`src/core/irq_bank_consts.vh`:
```
`ifndef IRQ_BANK_CONSTS_VH
`define IRQ_BANK_CONSTS_VH

// ----------------------------------------
// Register indices on the plain port
// ----------------------------------------
`define ADDR_W          3
`define OFS_ENABLE4     3'h0
`define OFS_ENABLE5     3'h1
`define OFS_PRIO0       3'h2
`define OFS_PRIO1       3'h3
`define OFS_PRIO2       3'h4
`define OFS_PRIO3       3'h5
`define OFS_PRESENTED   3'h6

// ----------------------------------------
// Implemented bit masks
// ----------------------------------------
`define MASK_ENABLE4    16'h210e
`define MASK_ENABLE5    16'h3ffe
`define MASK_PRIO0      16'h7777
`define MASK_PRIO1      16'h7770
`define MASK_PRIO2      16'h7777
`define MASK_PRIO3      16'h0077

// ----------------------------------------
// Reset values
// ----------------------------------------
`define RST_ENABLE      16'h0000
`define RST_PRIO_ALL    16'h4444

// ----------------------------------------
// Enable group 4 bit positions
// ----------------------------------------
`define BIT_CHARGE_TIME 13
`define BIT_LOW_VOLT    8
`define BIT_CHECKSUM    3
`define BIT_SER2_ERR    2
`define BIT_SER1_ERR    1

// ----------------------------------------
// Enable group 5 bit positions
// ----------------------------------------
`define BIT_CAPTURE9    13
`define BIT_COMPARE9    12
`define BIT_SYNC3_EVT   11
`define BIT_SYNC3_FLT   10
`define BIT_SER4_TX     9
`define BIT_SER4_RX     8
`define BIT_SER4_ERR    7
`define BIT_USB         6
`define BIT_TWI3_MST    5
`define BIT_TWI3_SLV    4
`define BIT_SER3_TX     3
`define BIT_SER3_RX     2
`define BIT_SER3_ERR    1

// ----------------------------------------
// Priority field low bit positions
// ----------------------------------------
`define LVL_HI          12
`define LVL_MH          8
`define LVL_ML          4
`define LVL_LO          0
`define LVL_W           3
`define LVL_OFF         3'h0

// ----------------------------------------
// Priority-ranked sources
// ----------------------------------------
`define NUM_SRC         13
`define SRC_W           4

`endif

```
`src/core/irq_enable_priority_bank.v`:
```
`timescale 1ns/1ps
`default_nettype none
`include "irq_bank_consts.vh"

module irq_enable_priority_bank (
  // Clock and reset
  input  wire                clk,
  input  wire                reset_n,
  // Register port
  input  wire [`ADDR_W-1:0]  addr,
  input  wire [15:0]         wdata,
  input  wire                wr,
  input  wire                rd,
  output reg  [15:0]         rdata,
  // Enable-gated source flags
  input  wire [15:0]         flags_group4,
  input  wire [15:0]         flags_group5,
  output reg  [15:0]         req_group4,
  output reg  [15:0]         req_group5,
  // Level-ranked source flags and outside enables
  input  wire [`NUM_SRC-1:0] src_flag,
  input  wire [`NUM_SRC-1:0] src_enable,
  output reg  [`NUM_SRC-1:0] src_req,
  // Presented request toward the core
  output reg                 irq_req,
  output reg  [2:0]          irq_level,
  output reg  [`SRC_W-1:0]   irq_source
);

  // ----------------------------------------
  // Registers
  // ----------------------------------------
  reg  [15:0] irq_enable_group4;
  reg  [15:0] irq_enable_group5;
  reg  [15:0] irq_priority_group0;
  reg  [15:0] irq_priority_group1;
  reg  [15:0] irq_priority_group2;
  reg  [15:0] irq_priority_group3;

  // ----------------------------------------
  // Named enable fields
  // ----------------------------------------
  wire charge_time_unit_irq_en;
  wire low_voltage_detect_irq_en;
  wire checksum_gen_irq_en;
  wire serial2_error_irq_en;
  wire serial1_error_irq_en;
  wire capture9_irq_en;
  wire compare9_irq_en;
  wire sync_serial3_event_irq_en;
  wire sync_serial3_fault_irq_en;
  wire serial4_tx_irq_en;
  wire serial4_rx_irq_en;
  wire serial4_error_irq_en;
  wire usb_controller_irq_en;
  wire twowire3_master_irq_en;
  wire twowire3_slave_irq_en;
  wire serial3_tx_irq_en;
  wire serial3_rx_irq_en;
  wire serial3_error_irq_en;

  assign charge_time_unit_irq_en   =
    irq_enable_group4[`BIT_CHARGE_TIME];
  assign low_voltage_detect_irq_en = irq_enable_group4[`BIT_LOW_VOLT];
  assign checksum_gen_irq_en       = irq_enable_group4[`BIT_CHECKSUM];
  assign serial2_error_irq_en      = irq_enable_group4[`BIT_SER2_ERR];
  assign serial1_error_irq_en      = irq_enable_group4[`BIT_SER1_ERR];
  assign capture9_irq_en           = irq_enable_group5[`BIT_CAPTURE9];
  assign compare9_irq_en           = irq_enable_group5[`BIT_COMPARE9];
  assign sync_serial3_event_irq_en = irq_enable_group5[`BIT_SYNC3_EVT];
  assign sync_serial3_fault_irq_en = irq_enable_group5[`BIT_SYNC3_FLT];
  assign serial4_tx_irq_en         = irq_enable_group5[`BIT_SER4_TX];
  assign serial4_rx_irq_en         = irq_enable_group5[`BIT_SER4_RX];
  assign serial4_error_irq_en      = irq_enable_group5[`BIT_SER4_ERR];
  assign usb_controller_irq_en     = irq_enable_group5[`BIT_USB];
  assign twowire3_master_irq_en    = irq_enable_group5[`BIT_TWI3_MST];
  assign twowire3_slave_irq_en     = irq_enable_group5[`BIT_TWI3_SLV];
  assign serial3_tx_irq_en         = irq_enable_group5[`BIT_SER3_TX];
  assign serial3_rx_irq_en         = irq_enable_group5[`BIT_SER3_RX];
  assign serial3_error_irq_en      = irq_enable_group5[`BIT_SER3_ERR];

  // ----------------------------------------
  // Enable vectors rebuilt from fields
  // ----------------------------------------
  wire [15:0] next_en4_view;
  wire [15:0] next_en5_view;

  assign next_en4_view = {2'h0, charge_time_unit_irq_en, 4'h0,
                          low_voltage_detect_irq_en, 4'h0,
                          checksum_gen_irq_en, serial2_error_irq_en,
                          serial1_error_irq_en, 1'b0};
  assign next_en5_view = {2'h0, capture9_irq_en, compare9_irq_en,
                          sync_serial3_event_irq_en,
                          sync_serial3_fault_irq_en,
                          serial4_tx_irq_en, serial4_rx_irq_en,
                          serial4_error_irq_en, usb_controller_irq_en,
                          twowire3_master_irq_en, twowire3_slave_irq_en,
                          serial3_tx_irq_en, serial3_rx_irq_en,
                          serial3_error_irq_en, 1'b0};

  // ----------------------------------------
  // Named level fields
  // ----------------------------------------
  wire [2:0] timer_one_level;
  wire [2:0] compare1_level;
  wire [2:0] capture1_level;
  wire [2:0] ext_irq0_level;
  wire [2:0] timer_two_level;
  wire [2:0] compare2_level;
  wire [2:0] capture2_level;
  wire [2:0] serial1_rx_level;
  wire [2:0] sync_serial1_event_level;
  wire [2:0] sync_serial1_fault_level;
  wire [2:0] timer_three_level;
  wire [2:0] adc_done_level;
  wire [2:0] serial1_tx_level;

  assign timer_one_level  = irq_priority_group0[`LVL_HI+:`LVL_W];
  assign compare1_level   = irq_priority_group0[`LVL_MH+:`LVL_W];
  assign capture1_level   = irq_priority_group0[`LVL_ML+:`LVL_W];
  assign ext_irq0_level   = irq_priority_group0[`LVL_LO+:`LVL_W];
  assign timer_two_level  = irq_priority_group1[`LVL_HI+:`LVL_W];
  assign compare2_level   = irq_priority_group1[`LVL_MH+:`LVL_W];
  assign capture2_level   = irq_priority_group1[`LVL_ML+:`LVL_W];
  assign serial1_rx_level = irq_priority_group2[`LVL_HI+:`LVL_W];
  assign sync_serial1_event_level = irq_priority_group2[`LVL_MH+:`LVL_W];
  assign sync_serial1_fault_level = irq_priority_group2[`LVL_ML+:`LVL_W];
  assign timer_three_level = irq_priority_group2[`LVL_LO+:`LVL_W];
  assign adc_done_level    = irq_priority_group3[`LVL_ML+:`LVL_W];
  assign serial1_tx_level  = irq_priority_group3[`LVL_LO+:`LVL_W];

  // ----------------------------------------
  // Source level table, index order
  // ----------------------------------------
  wire [3*`NUM_SRC-1:0] src_level;

  assign src_level = {serial1_tx_level, adc_done_level,
                      serial1_rx_level, sync_serial1_event_level,
                      sync_serial1_fault_level, timer_three_level,
                      timer_two_level, compare2_level, capture2_level,
                      timer_one_level, compare1_level, capture1_level,
                      ext_irq0_level};

  // ----------------------------------------
  // Per-source gates
  // ----------------------------------------
  wire [`NUM_SRC-1:0]   gate_req;
  wire [3*`NUM_SRC-1:0] gate_level;

  genvar g;
  generate
    for (g = 0; g < `NUM_SRC; g = g + 1) begin : src_gate
      irq_source_gate u_gate (
        .flag      (src_flag[g]),
        .enable    (src_enable[g]),
        .level     (src_level[3*g+:3]),
        .req       (gate_req[g]),
        .req_level (gate_level[3*g+:3])
      );
    end
  endgenerate

  // ----------------------------------------
  // Highest level pick, lowest index on a tie
  // ----------------------------------------
  reg [2:0]        next_level;
  reg [`SRC_W-1:0] next_source;
  integer          i;

  always @* begin
    next_level  = `LVL_OFF;
    next_source = {`SRC_W{1'b0}};
    for (i = 0; i < `NUM_SRC; i = i + 1) begin
      if (gate_level[3*i+:3] > next_level) begin
        next_level  = gate_level[3*i+:3];
        next_source = i[`SRC_W-1:0];
      end
    end
  end

  // ----------------------------------------
  // Write strobes and masked write values
  // ----------------------------------------
  wire        wr_enable4;
  wire        wr_enable5;
  wire        wr_prio0;
  wire        wr_prio1;
  wire        wr_prio2;
  wire        wr_prio3;
  wire [15:0] next_enable4;
  wire [15:0] next_enable5;
  wire [15:0] next_prio0;
  wire [15:0] next_prio1;
  wire [15:0] next_prio2;
  wire [15:0] next_prio3;

  assign wr_enable4   = wr & (addr == `OFS_ENABLE4);
  assign wr_enable5   = wr & (addr == `OFS_ENABLE5);
  assign wr_prio0     = wr & (addr == `OFS_PRIO0);
  assign wr_prio1     = wr & (addr == `OFS_PRIO1);
  assign wr_prio2     = wr & (addr == `OFS_PRIO2);
  assign wr_prio3     = wr & (addr == `OFS_PRIO3);
  assign next_enable4 = wdata & `MASK_ENABLE4;
  assign next_enable5 = wdata & `MASK_ENABLE5;
  assign next_prio0   = wdata & `MASK_PRIO0;
  assign next_prio1   = wdata & `MASK_PRIO1;
  assign next_prio2   = wdata & `MASK_PRIO2;
  assign next_prio3   = wdata & `MASK_PRIO3;

  // ----------------------------------------
  // Register writes
  // ----------------------------------------
  always @(posedge clk or negedge reset_n) begin
    if (!reset_n) begin
      irq_enable_group4 <= `RST_ENABLE;
    end else if (wr_enable4) begin
      irq_enable_group4 <= next_enable4;
    end
  end

  always @(posedge clk or negedge reset_n) begin
    if (!reset_n) begin
      irq_enable_group5 <= `RST_ENABLE;
    end else if (wr_enable5) begin
      irq_enable_group5 <= next_enable5;
    end
  end

  always @(posedge clk or negedge reset_n) begin
    if (!reset_n) begin
      irq_priority_group0 <= `RST_PRIO_ALL & `MASK_PRIO0;
    end else if (wr_prio0) begin
      irq_priority_group0 <= next_prio0;
    end
  end

  always @(posedge clk or negedge reset_n) begin
    if (!reset_n) begin
      irq_priority_group1 <= `RST_PRIO_ALL & `MASK_PRIO1;
    end else if (wr_prio1) begin
      irq_priority_group1 <= next_prio1;
    end
  end

  always @(posedge clk or negedge reset_n) begin
    if (!reset_n) begin
      irq_priority_group2 <= `RST_PRIO_ALL & `MASK_PRIO2;
    end else if (wr_prio2) begin
      irq_priority_group2 <= next_prio2;
    end
  end

  always @(posedge clk or negedge reset_n) begin
    if (!reset_n) begin
      irq_priority_group3 <= `RST_PRIO_ALL & `MASK_PRIO3;
    end else if (wr_prio3) begin
      irq_priority_group3 <= next_prio3;
    end
  end

  // ----------------------------------------
  // Presented request as a readable word
  // ----------------------------------------
  wire [15:0] presented_word;

  assign presented_word = {8'h00, irq_req, irq_level, irq_source};

  // ----------------------------------------
  // Register reads, data one cycle later
  // ----------------------------------------
  reg [15:0] next_rdata;

  always @* begin
    case (addr)
      `OFS_ENABLE4:   next_rdata = next_en4_view;
      `OFS_ENABLE5:   next_rdata = next_en5_view;
      `OFS_PRIO0:     next_rdata = irq_priority_group0;
      `OFS_PRIO1:     next_rdata = irq_priority_group1;
      `OFS_PRIO2:     next_rdata = irq_priority_group2;
      `OFS_PRIO3:     next_rdata = irq_priority_group3;
      `OFS_PRESENTED: next_rdata = presented_word;
      default:        next_rdata = 16'h0000;
    endcase
  end

  always @(posedge clk or negedge reset_n) begin
    if (!reset_n) begin
      rdata <= 16'h0000;
    end else if (rd) begin
      rdata <= next_rdata;
    end else begin
      rdata <= 16'h0000;
    end
  end

  // ----------------------------------------
  // Enable-gated requests
  // ----------------------------------------
  always @(posedge clk or negedge reset_n) begin
    if (!reset_n) begin
      req_group4 <= 16'h0000;
      req_group5 <= 16'h0000;
    end else begin
      req_group4 <= flags_group4 & next_en4_view;
      req_group5 <= flags_group5 & next_en5_view;
    end
  end

  // ----------------------------------------
  // Level-ranked requests and presented source
  // ----------------------------------------
  always @(posedge clk or negedge reset_n) begin
    if (!reset_n) begin
      src_req    <= {`NUM_SRC{1'b0}};
      irq_req    <= 1'b0;
      irq_level  <= `LVL_OFF;
      irq_source <= {`SRC_W{1'b0}};
    end else begin
      src_req    <= gate_req;
      irq_req    <= |gate_req;
      irq_level  <= next_level;
      irq_source <= next_source;
    end
  end

endmodule

`default_nettype wire

```
`src/core/irq_source_gate.v`:
```
`timescale 1ns/1ps
`default_nettype none

module irq_source_gate (
  // Source state
  input  wire       flag,
  input  wire       enable,
  input  wire [2:0] level,
  // Gated request
  output wire       req,
  output wire [2:0] req_level
);

  // ----------------------------------------
  // Gate
  // ----------------------------------------
  assign req       = flag & enable & (|level);
  assign req_level = req ? level : 3'h0;

endmodule

`default_nettype wire

```
`config.mk`:
```
export PLATFORM = sky130hd
export DESIGN_NAME = irq_enable_priority_bank
export DESIGN_NICKNAME = d
export VERILOG_FILES = /design/src/core/irq_enable_priority_bank.v /design/src/core/irq_source_gate.v
export VERILOG_INCLUDE_DIRS = /design/src /design/src/core
export SDC_FILE = /design/constraint.sdc
export NUM_CORES = 1
export LEC_CHECK = 0
export BUFFER_PORTS_ARGS = -buffer_cell sky130_fd_sc_hd__buf_2
export CAP_MARGIN = 10
export CORE_UTILIZATION = 55
export DETAILED_ROUTE_END_ITERATION = 6
export PLACE_DENSITY_LB_ADDON = 0.3
export REMOVE_ABC_BUFFERS = 1
export SLEW_MARGIN = 20
export SYNTH_ARGS = -nofsm -noshare
export SYNTH_HDL_FRONTEND = slang
export SYNTH_SLANG_ARGS = --single-unit
```
`constraint.sdc`:
```
create_clock -name clk -period 17.55 [get_ports clk]
set_input_delay 2.6325 -clock clk [delete_from_list [all_inputs] [get_ports clk]]
set_output_delay 2.6325 -clock clk [all_outputs]
set_load 0.005 [all_outputs]
```
==> reports/results.ini, run 1 <==
[run_status]
status=completed

[critical_path]
critPathMaxStageDelay_ns=0.58
crit_required_ns=17.78
rr_startpoint=irq_priority_group0[2]
endpoint=irq_level[2]
worstReg2RegEnd=irq_level[2]
reg2reg_depth=74
cp.arrival_ns=17.10
critPathMostFrequentCell=ha_1
crit_type=input port to flip-flop
startpoint=src_flag[1]
cp-start-kind=input port
crit_path_max_fanout=9
cp-end-kind=flip-flop
cp_slowest_cell=or4_1
rrSetupSlack_ns=2.51

[layout]
area_delta_synth_final_pct=18.2
antennaDiodeCount=0
final_cell_area_mm2=0.00759
drive_gt1_frac=0.382
final_nets=835

[floorplan]
core_area_mm2=0.0114
die_area_mm2=0.0121
ios=150
die_x_um=110
start_util=0.562
die_h_um=110
rows=39

[timing]
drv_slew=0
max_slew.worst_pin.slew_ns=1.09
max_freq_ghz=0.0593
clock_skew_ns=0.00968
finalSetupViolations=0
layout_min_cycle_time_ns=16.87
final.setup.worst_slack_ns=0.683
slew_headroom=0.274
hold_violations=0
period_share=0.961

[clock_network]
hold_buffers=0
clock-sinks=111
max-clock-path-buffers=2
cts_tree=yes
cts-htree-levels=3
numCtsBuffers=9
path_clk_slew_ns=0.07
root_buffer=clkbuf_16
clock_latency_ns=0.36

[detailed_routing]
wl_per_cell_um=19.5
vias=5176
drt_iter0_markers=324
drc=0
first_pass_iters=5
viasPerCell=5.98
postRouteAntennaNets=0
wl_um=16900

[yosys]
synthArstFlopShare=1.00
ys_seq_area_frac=0.435
synth-compound-area-share=0.158
ys_types=78
synth_area_leader_cell=dfrtp_1
syn_area_mm2=0.00642
synthAdderAreaFrac=0.0702
synthXorXnorAreaFrac=0
synth-simple-area-share=0.161
synth_edf_count=0
ys_ff_latch=111
synthFlopType=dfrtp_1
syn-instance-count=582
muxShareOfSynthArea=0.139
synth.top_cells.by_area=dfrtp_1 (38%), mux2_2 (11%), ha_1 (7.0%)
syn_area_per_cell_um2=11.0
synth_top_family_by_area=simple AND/OR/NAND/NOR gates
yosysTopAreaCellShare=0.382
yosys_warnings=0

[placed_design]
gp_congestion=0.905
dpl.hpwl_um=13000
placed_area_mm2=0.00719
port-buffer-count=119
place_ws_ns=-0.322

[flow_run]
maxCapViolations=0

[hold_path]
min_path_type=flip-flop to flip-flop

[grt]
grt_max_degree=60
gr-total-overflow=0
first_global_vias=5059
antenna_found_initial=0
grt_usage=0.288
grt_first_pass_wirelength_um=25700

==> cell type report <==
type	count	area, um2
clock inverters	7	52.6
multi-input cells	443	3540
clock buffers	9	225
inverters	14	52.6
repair buffers	139	748
flip-flops and latches	111	2790
well taps	143	179
fillers	894	3830
==> worst min path at each step <==
stage	cells past startpoint	start	end
2_1_floorplan	1	irq_enable_group4[2]	req_group4[2]
3_3_place_gp	1	irq_enable_group4[3]	req_group4[3]
3_5_place_dp	1	irq_enable_group5[1]	req_group5[1]
4_1_cts	1	irq_enable_group5[1]	req_group5[1]
5_1_grt	1	irq_enable_group5[9]	req_group5[9]
6_report	2	irq_enable_group5[11]	rdata[11]
==> Yosys cell counts (4+ instances only) <==
cell,n
a21o_1,6
nor2b_1,17
a31oi_1,4
nor3_1,6
mux2i_1,12
ha_1,36
nand2_1,18
dfstp_2,13
mux2_2,64
or2_2,4
o21a_1,12
buf_2,4
o21ai_0,14
o311a_1,14
buf_4,15
clkbuf_1,6
nand3_1,31
o21ai_1,4
a21oi_1,22
and3_1,23
nor2_1,30
a22oi_1,12
dfrtp_1,98
inv_1,13
nand2b_1,6
and2_1,27
==> flip-flops by register name, indices dropped and copies added, names as in the netlist <==
signal and flops:
irq_req 1, irq_level 3, irq_enable_group5 13, irq_priority_group0 12
req_group5 13, irq_enable_group4 5, irq_priority_group1 9, irq_priority_group2 12
rdata 15, src_req 13, irq_source 4, req_group4 5
irq_priority_group3 6
==> worst max-delay path, delay by kind of cell <==
kind	cells	cell delay, ns
adder cells (fa/ha/maj)	12	3.46
AND/OR/NAND/NOR	26	4.60
AO/OA/AOI/OAI	30	5.42
multiplexers	2	0.47
buffers and inverters	5	0.52
==> what timing repair did <==
action,CTS,global route
setup buffers,0,4
endpoints found under the setup margin,1,7
pin swaps,0,6
gates resized for setup,1,18
==> cells by family after synthesis <==
family / count (synthesis)
and+or+nand+nor: 184
AOI/OAI and AO/OA: 129
DFF: 111
muxes: 79
buffers and inverters: 42
adders and majority gates: 36
other: 1
==> metal layers <==
metal	GRT usage	up-vias	share of wire
li1	-	2418	-
met1	0.375	2500	0.42
met2	0.478	219	0.48
met3	0.0558	39	0.070
met4	0.104	0	0.032
met5	0	-	0
==> cells in the final DEF (no fill, tap or decap), types with 4 or more instances in the layout <==
master	n
a31oi_1	4
or2_2	4
a22oi_1	12
o21ai_0	11
ha_1	34
o21ai_1	4
a21o_1	6
mux2i_1	12
nor3_1	6
o21ai_2	4
nand2b_1	6
clkbuf_16	9
a21oi_1	21
conb_1	15
and3_1	23
mux2_2	64
buf_4	21
o21a_1	12
inv_1	13
nand3_1	31
o311a_1	14
nand2_1	17
dfstp_2	13
and2_1	26
buf_2	118
nor2b_1	17
nor2_1	29
dfrtp_1	98
==> per-stage QoR <==
step	hold WS [ns]	util	std cells	setup TNS, ns
6_report	0.510	0.665	866	0
5_1_grt	0.536	0.665	866	-0.174
4_1_cts	0.516	0.654	862	0
3_5_place_dp	0.494	0.630	846	-1.30
3_3_place_gp	0.489	0.630	846	0
2_1_floorplan	0.467	-	568	0
Power of run 1 is not shown: default switching activity piles up to over one toggle a cycle in this logic, so the estimate is an artifact.
==> inputs of run 2 (changes only) <==
Settings changed: PLACE_DENSITY set to 0.84, PLACE_DENSITY_LB_ADDON 0.3 to not set, RECOVER_POWER set to 25.
==> reports/results.ini, run 2 (synthesized netlist as in run 1, its figures left out) <==
[timing]
clock_skew_ns=0.00770  ; was 0.00968 ns
period_share=0.960  ; was 0.961
max_freq_ghz=0.0594  ; was 0.0593 GHz
finalSetupViolations=0  ; unchanged
max_slew.worst_pin.slew_ns=2.55  ; was 1.09 ns
tns_ns=0  ; unchanged
layout_min_cycle_time_ns=16.84  ; was 16.87 ns
drv_slew=51  ; was 0
slew_headroom=-0.703  ; was 0.274
hold_violations=0  ; unchanged
whs_ns=0.504  ; was 0.510 ns

[grt]
grt_usage=0.299  ; was 0.288
gr-total-overflow=0  ; unchanged
antenna_found_initial=0  ; unchanged
grt_first_pass_wirelength_um=26800  ; was 25,700 um
met1_usage=0.375  ; about the same
first_global_vias=5247  ; was 5,059
grt.met3_usage=0.0341  ; was 0.0558
grt_use_met2=0.521  ; was 0.478
grt_max_degree=63  ; was 60
grt_most_used_layer=met2  ; unchanged

[floorplan]
die_h_um=110  ; unchanged
die_area_mm2=0.0121  ; unchanged
rows=39  ; unchanged
start_util=0.562  ; unchanged
core_area_mm2=0.0114  ; unchanged
die_x_um=110  ; unchanged
ios=150  ; unchanged

[clock_network]
clock-sinks=111  ; unchanged
path_clk_slew_ns=0.07  ; about the same
clock_latency_ns=0.36  ; about the same
root_buffer=clkbuf_16  ; unchanged
max-clock-path-buffers=2  ; unchanged
numCtsBuffers=9  ; unchanged
hold_buffers=0  ; unchanged
cts-htree-levels=3  ; unchanged
cts_tree=yes  ; unchanged

[detailed_routing]
drt_iter0_markers=338  ; was 324
first_pass_iters=5  ; unchanged
vias=5330  ; was 5,176
wl_per_cell_um=19.9  ; was 19.5 um
viasPerCell=6.15  ; was 5.98
wl_um=17200  ; was 16,900 um
postRouteAntennaNets=0  ; unchanged
drc=0  ; unchanged

[layout]
final_cell_mix=buf_2 (107), dfrtp_1 (98), mux2_2 (64), ha_1 (34), nand3_1 (31)  ; was buf_2 (118), dfrtp_1 (98), mux2_2 (64), ha_1 (34), nand3_1 (31)
antennaDiodeCount=0  ; unchanged
nFillCells=861  ; was 894
top_register=rdata  ; unchanged
mostFrequentLayoutCell=buf_2  ; unchanged
largest_reg_flops=15  ; unchanged
area_delta_synth_final_pct=19.1  ; was 18.2%
drive_gt1_frac=0.367  ; was 0.382
final_cell_area_mm2=0.00764  ; was 0.00759 mm2
fin_util=0.670  ; was 0.665
final_nets=836  ; was 835

[critical_path]
cp-start-kind=input port  ; unchanged
crit_path_max_fanout=8  ; was 9
critPathMostFrequentCell=ha_1  ; unchanged
cp.arrival_ns=17.05  ; was 17.10 ns
crit_required_ns=17.76  ; was 17.78 ns
crit_type=input port to flip-flop  ; unchanged
cp-end-kind=flip-flop  ; unchanged
cp_slowest_cell=or4_1  ; unchanged
critPathMaxStageDelay_ns=0.60  ; was 0.58 ns

[run_status]
status=complete, but fails checks  ; was completed
violations=max-capacitance violations, max-slew violations

[placed_design]
port-buffer-count=119  ; unchanged
gp_congestion=0.923  ; was 0.905
placed_area_mm2=0.00719  ; unchanged
dpl.hpwl_um=13200  ; was 13,000 um

[flow_run]
maxCapViolations=1  ; was 0

[hold_path]
min_path_type=flip-flop to flip-flop  ; unchanged

## run 2: cell types whose count changed in the layout (fill, tap and decap cells not counted), moves of 2 or more
cell       delta
clkbuf_1     +12
clkinv_2      -3
bufinv_16     +2
and2_0       +10
buf_2        -11
and2_1        -9
## run 2: per-layer routing
layer	vias to the layer above	routed length (um)
li1	2423	-
met4	0	627
met2	241	8630
met3	46	1150
met5	-	0
met1	2620	6820
## run 2: worst max-delay path, delay by kind of cell
kind,cells,cell delay (ns)
buffers and inverters,6,0.65
multiplexers,1,0.35
AND/OR/NAND/NOR,25,4.62
AO/OA/AOI/OAI,29,5.33
adder cells (fa/ha/maj),12,3.45
## run 2: timing repair
item	4_1_cts	5_1_grt
endpoints found under the setup margin	0	7
setup buffers	0	5
gates resized for setup	0	22
## run 2: per-stage QoR
step | instances | setup slack [ns]
floorplan | 568 | 0.877
global placement | 846 | 0.302
detailed placement | 846 | -0.331
CTS | 862 | 0.0218
global route | 867 | -0.0798
finish | 867 | 0.711
## run 2: path summary, 6_finish.rpt
path | to | start | slack [ns] | cells after the start
min | req_group5[11] | irq_enable_group5[11] | 0.50 | 1
max reg2reg | irq_source[3] | irq_priority_group0[2] | 2.55 | 71
min reg2reg | req_group5[11] | irq_enable_group5[11] | 0.50 | 1
min in group asynchronous | req_group5[1] | reset_n | 3.06 | 1
max in group asynchronous | irq_priority_group1[4] | reset_n | 12.63 | 2
max | irq_source[3] | src_flag[1] | 0.71 | 73
## run 2: cell type report
type	count	area, um2	area share
Multi-Input combinational cell	443	3550	0.464
Sequential cell	111	2790	0.365
Timing Repair Buffer	140	738	0.0966
Clock buffer	9	225	0.0295
Tap cell	143	179	0.0234
Clock inverter	7	105	0.0137
Inverter	14	52.6	0.00687
Power of run 2 is left out for the same reason.
==> inputs of run 3 (changes only) <==
Settings changed: CORE_ASPECT_RATIO set to 0.6.
==> reports/results.ini, run 3 (synthesized netlist as in run 1, its figures left out) <==
[run_status]
status=complete, but fails checks  ; unchanged
violations=max-capacitance violations, max-slew violations  ; unchanged

[layout]
drive_gt1_frac=0.381  ; was 0.367
final_cell_mix=buf_2 (109), dfrtp_1 (98), mux2_2 (64), ha_1 (34), buf_4 (34)  ; was buf_2 (107), dfrtp_1 (98), mux2_2 (64), ha_1 (34), nand3_1 (31)
largest_reg_flops=15  ; unchanged
antennaDiodeCount=0  ; unchanged
regArea_mm2=0.00279  ; unchanged
nFillCells=877  ; was 861
top_register=rdata  ; unchanged
multi_input_area_mm2=0.00353  ; was 0.00355 mm2
area_delta_synth_final_pct=20.3  ; was 19.1%
mostFrequentLayoutCell=buf_2  ; unchanged
final_nets=849  ; was 836

[clock_network]
clock-sinks=111  ; unchanged
clock_latency_ns=0.35  ; was 0.36 ns
cts_tree=yes  ; unchanged
max-clock-path-buffers=2  ; unchanged
cts-htree-levels=3  ; unchanged
path_clk_slew_ns=0.07  ; about the same
root_buffer=clkbuf_16  ; unchanged
hold_buffers=0  ; unchanged
numCtsBuffers=9  ; unchanged

[grt]
grt_usage=0.303  ; was 0.299
grt_first_pass_wirelength_um=27700  ; was 26,800 um
first_global_vias=5200  ; was 5,247
gr-total-overflow=0  ; unchanged
antenna_found_initial=0  ; unchanged
grt_max_degree=72  ; was 63

[detailed_routing]
wl_um=18000  ; was 17,200 um
postRouteAntennaNets=0  ; unchanged
drc=0  ; unchanged
wl_per_cell_um=20.1  ; was 19.9 um
first_pass_iters=5  ; unchanged
viasPerCell=6.00  ; was 6.15
vias=5384  ; was 5,330
drt_iter0_markers=451  ; was 338

[critical_path]
crit_required_ns=17.77  ; was 17.76 ns
worstReg2RegEnd=irq_level[1]  ; was irq_source[3]
cp_slowest_cell=or4_1  ; unchanged
rrSetupSlack_ns=2.35  ; was 2.55 ns
cp-start-kind=input port  ; unchanged
critPathMaxStageDelay_ns=0.55  ; was 0.60 ns
rr_startpoint=irq_priority_group0[2]  ; unchanged
critPathMostFrequentCell=ha_1  ; unchanged
crit_type=input port to flip-flop  ; unchanged
crit_path_max_fanout=7  ; was 8
cp-end-kind=flip-flop  ; unchanged
cp.arrival_ns=17.29  ; was 17.05 ns
reg2reg_depth=71  ; unchanged

[hold_path]
hold_end=req_group5[11]  ; unchanged
min_path_cells=1  ; unchanged
min_path_type=flip-flop to flip-flop  ; unchanged
min-delay-start=irq_enable_group5[11]  ; unchanged

[timing]
max_freq_ghz=0.0586  ; was 0.0594 GHz
slew_headroom=-0.426  ; was -0.703
finalSetupViolations=0  ; unchanged
tns_ns=0  ; unchanged
drv_slew=42  ; was 51
max_slew.worst_pin.slew_ns=2.14  ; was 2.55 ns
layout_min_cycle_time_ns=17.07  ; was 16.84 ns
hold_violations=0  ; unchanged
clock_skew_ns=0.00964  ; was 0.00770 ns
period_share=0.973  ; was 0.960
final.setup.worst_slack_ns=0.478  ; was 0.711 ns

[floorplan]
die_x_um=141  ; was 110 um
core_area_mm2=0.0113  ; was 0.0114 mm2
die_h_um=85.7  ; was 110 um
rows=30  ; was 39
ios=150  ; unchanged
die_area_mm2=0.0121  ; about the same
start_util=0.566  ; was 0.562

[placed_design]
port-buffer-count=119  ; unchanged
place_ws_ns=-0.0739  ; was -0.331 ns
gp_congestion=0.898  ; was 0.923
dpl.hpwl_um=14000  ; was 13,200 um

[flow_run]
maxCapViolations=1  ; unchanged

[run 3: changes by cell type in the layout (fill, tap and decap cells not counted), moves of 2 or more]
| cell | before | now |
|---|---|---|
| bufinv_16 | 2 | 0 |
| and2_0 | 11 | 7 |
| buf_2 | 107 | 109 |
| buf_4 | 21 | 34 |
| and2_1 | 17 | 19 |
| clkbuf_1 | 12 | 10 |
[run 3: repair_timing]
item	4_1_cts	5_1_grt
buffers inserted	0	3
resized for setup	0	20
endpoints found under the setup margin	0	7
[run 3: worst max-delay path by stage]
stage / depth (start not counted) / end / slack (ns) / start
final: 73 / irq_level[1] / 0.48 / src_flag[1]
after global routing: 74 / irq_level[1] / -0.08 / src_flag[1]
after CTS: 73 / irq_level[1] / 0.09 / src_flag[1]
after detailed placement: 73 / irq_level[1] / -0.07 / src_flag[1]
after global placement: 74 / irq_level[0] / 0.36 / src_flag[1]
after floorplan: 73 / irq_level[2] / 0.88 / src_flag[1]
[run 3: worst max-delay path, delay by kind of cell]
family	cells	cell delay (ns)
multiplexers	1	0.33
buffers and inverters	6	0.70
AND/OR/NAND/NOR	24	4.12
AO/OA/AOI/OAI	30	5.94
adder cells (fa/ha/maj)	12	3.54
[run 3: cell type report]
cell class / count / share of cell area
multi-input cells: 443 / 0.458
flip-flops and latches: 111 / 0.362
repair buffers: 153 / 0.109
clock buffers: 10 / 0.0310
well taps: 160 / 0.0259
clock inverters: 6 / 0.00794
inverters: 14 / 0.00681
[run 3: per-layer routing]
layer | GRT usage | routed length (um) | part of all wire | vias to the layer above
li1 | - | - | - | 2445
met1 | 0.421 | 8110 | 0.45 | 2655
met2 | 0.489 | 8240 | 0.46 | 247
met3 | 0.0653 | 1380 | 0.077 | 37
met4 | 0.0723 | 291 | 0.016 | 0
met5 | 0 | 0 | 0 | -
[run 3: through the flow]
step,instance area [um2],util,instances,hold WS [ns]
after detailed placement,7330,0.646,878,0.496
after global routing,7720,0.681,897,0.537
after floorplan,6290,-,568,0.467
after global placement,7330,0.646,878,0.488
after CTS,7630,0.673,894,0.513
final,7720,0.681,897,0.508
Power of run 3 is left out for the same reason.
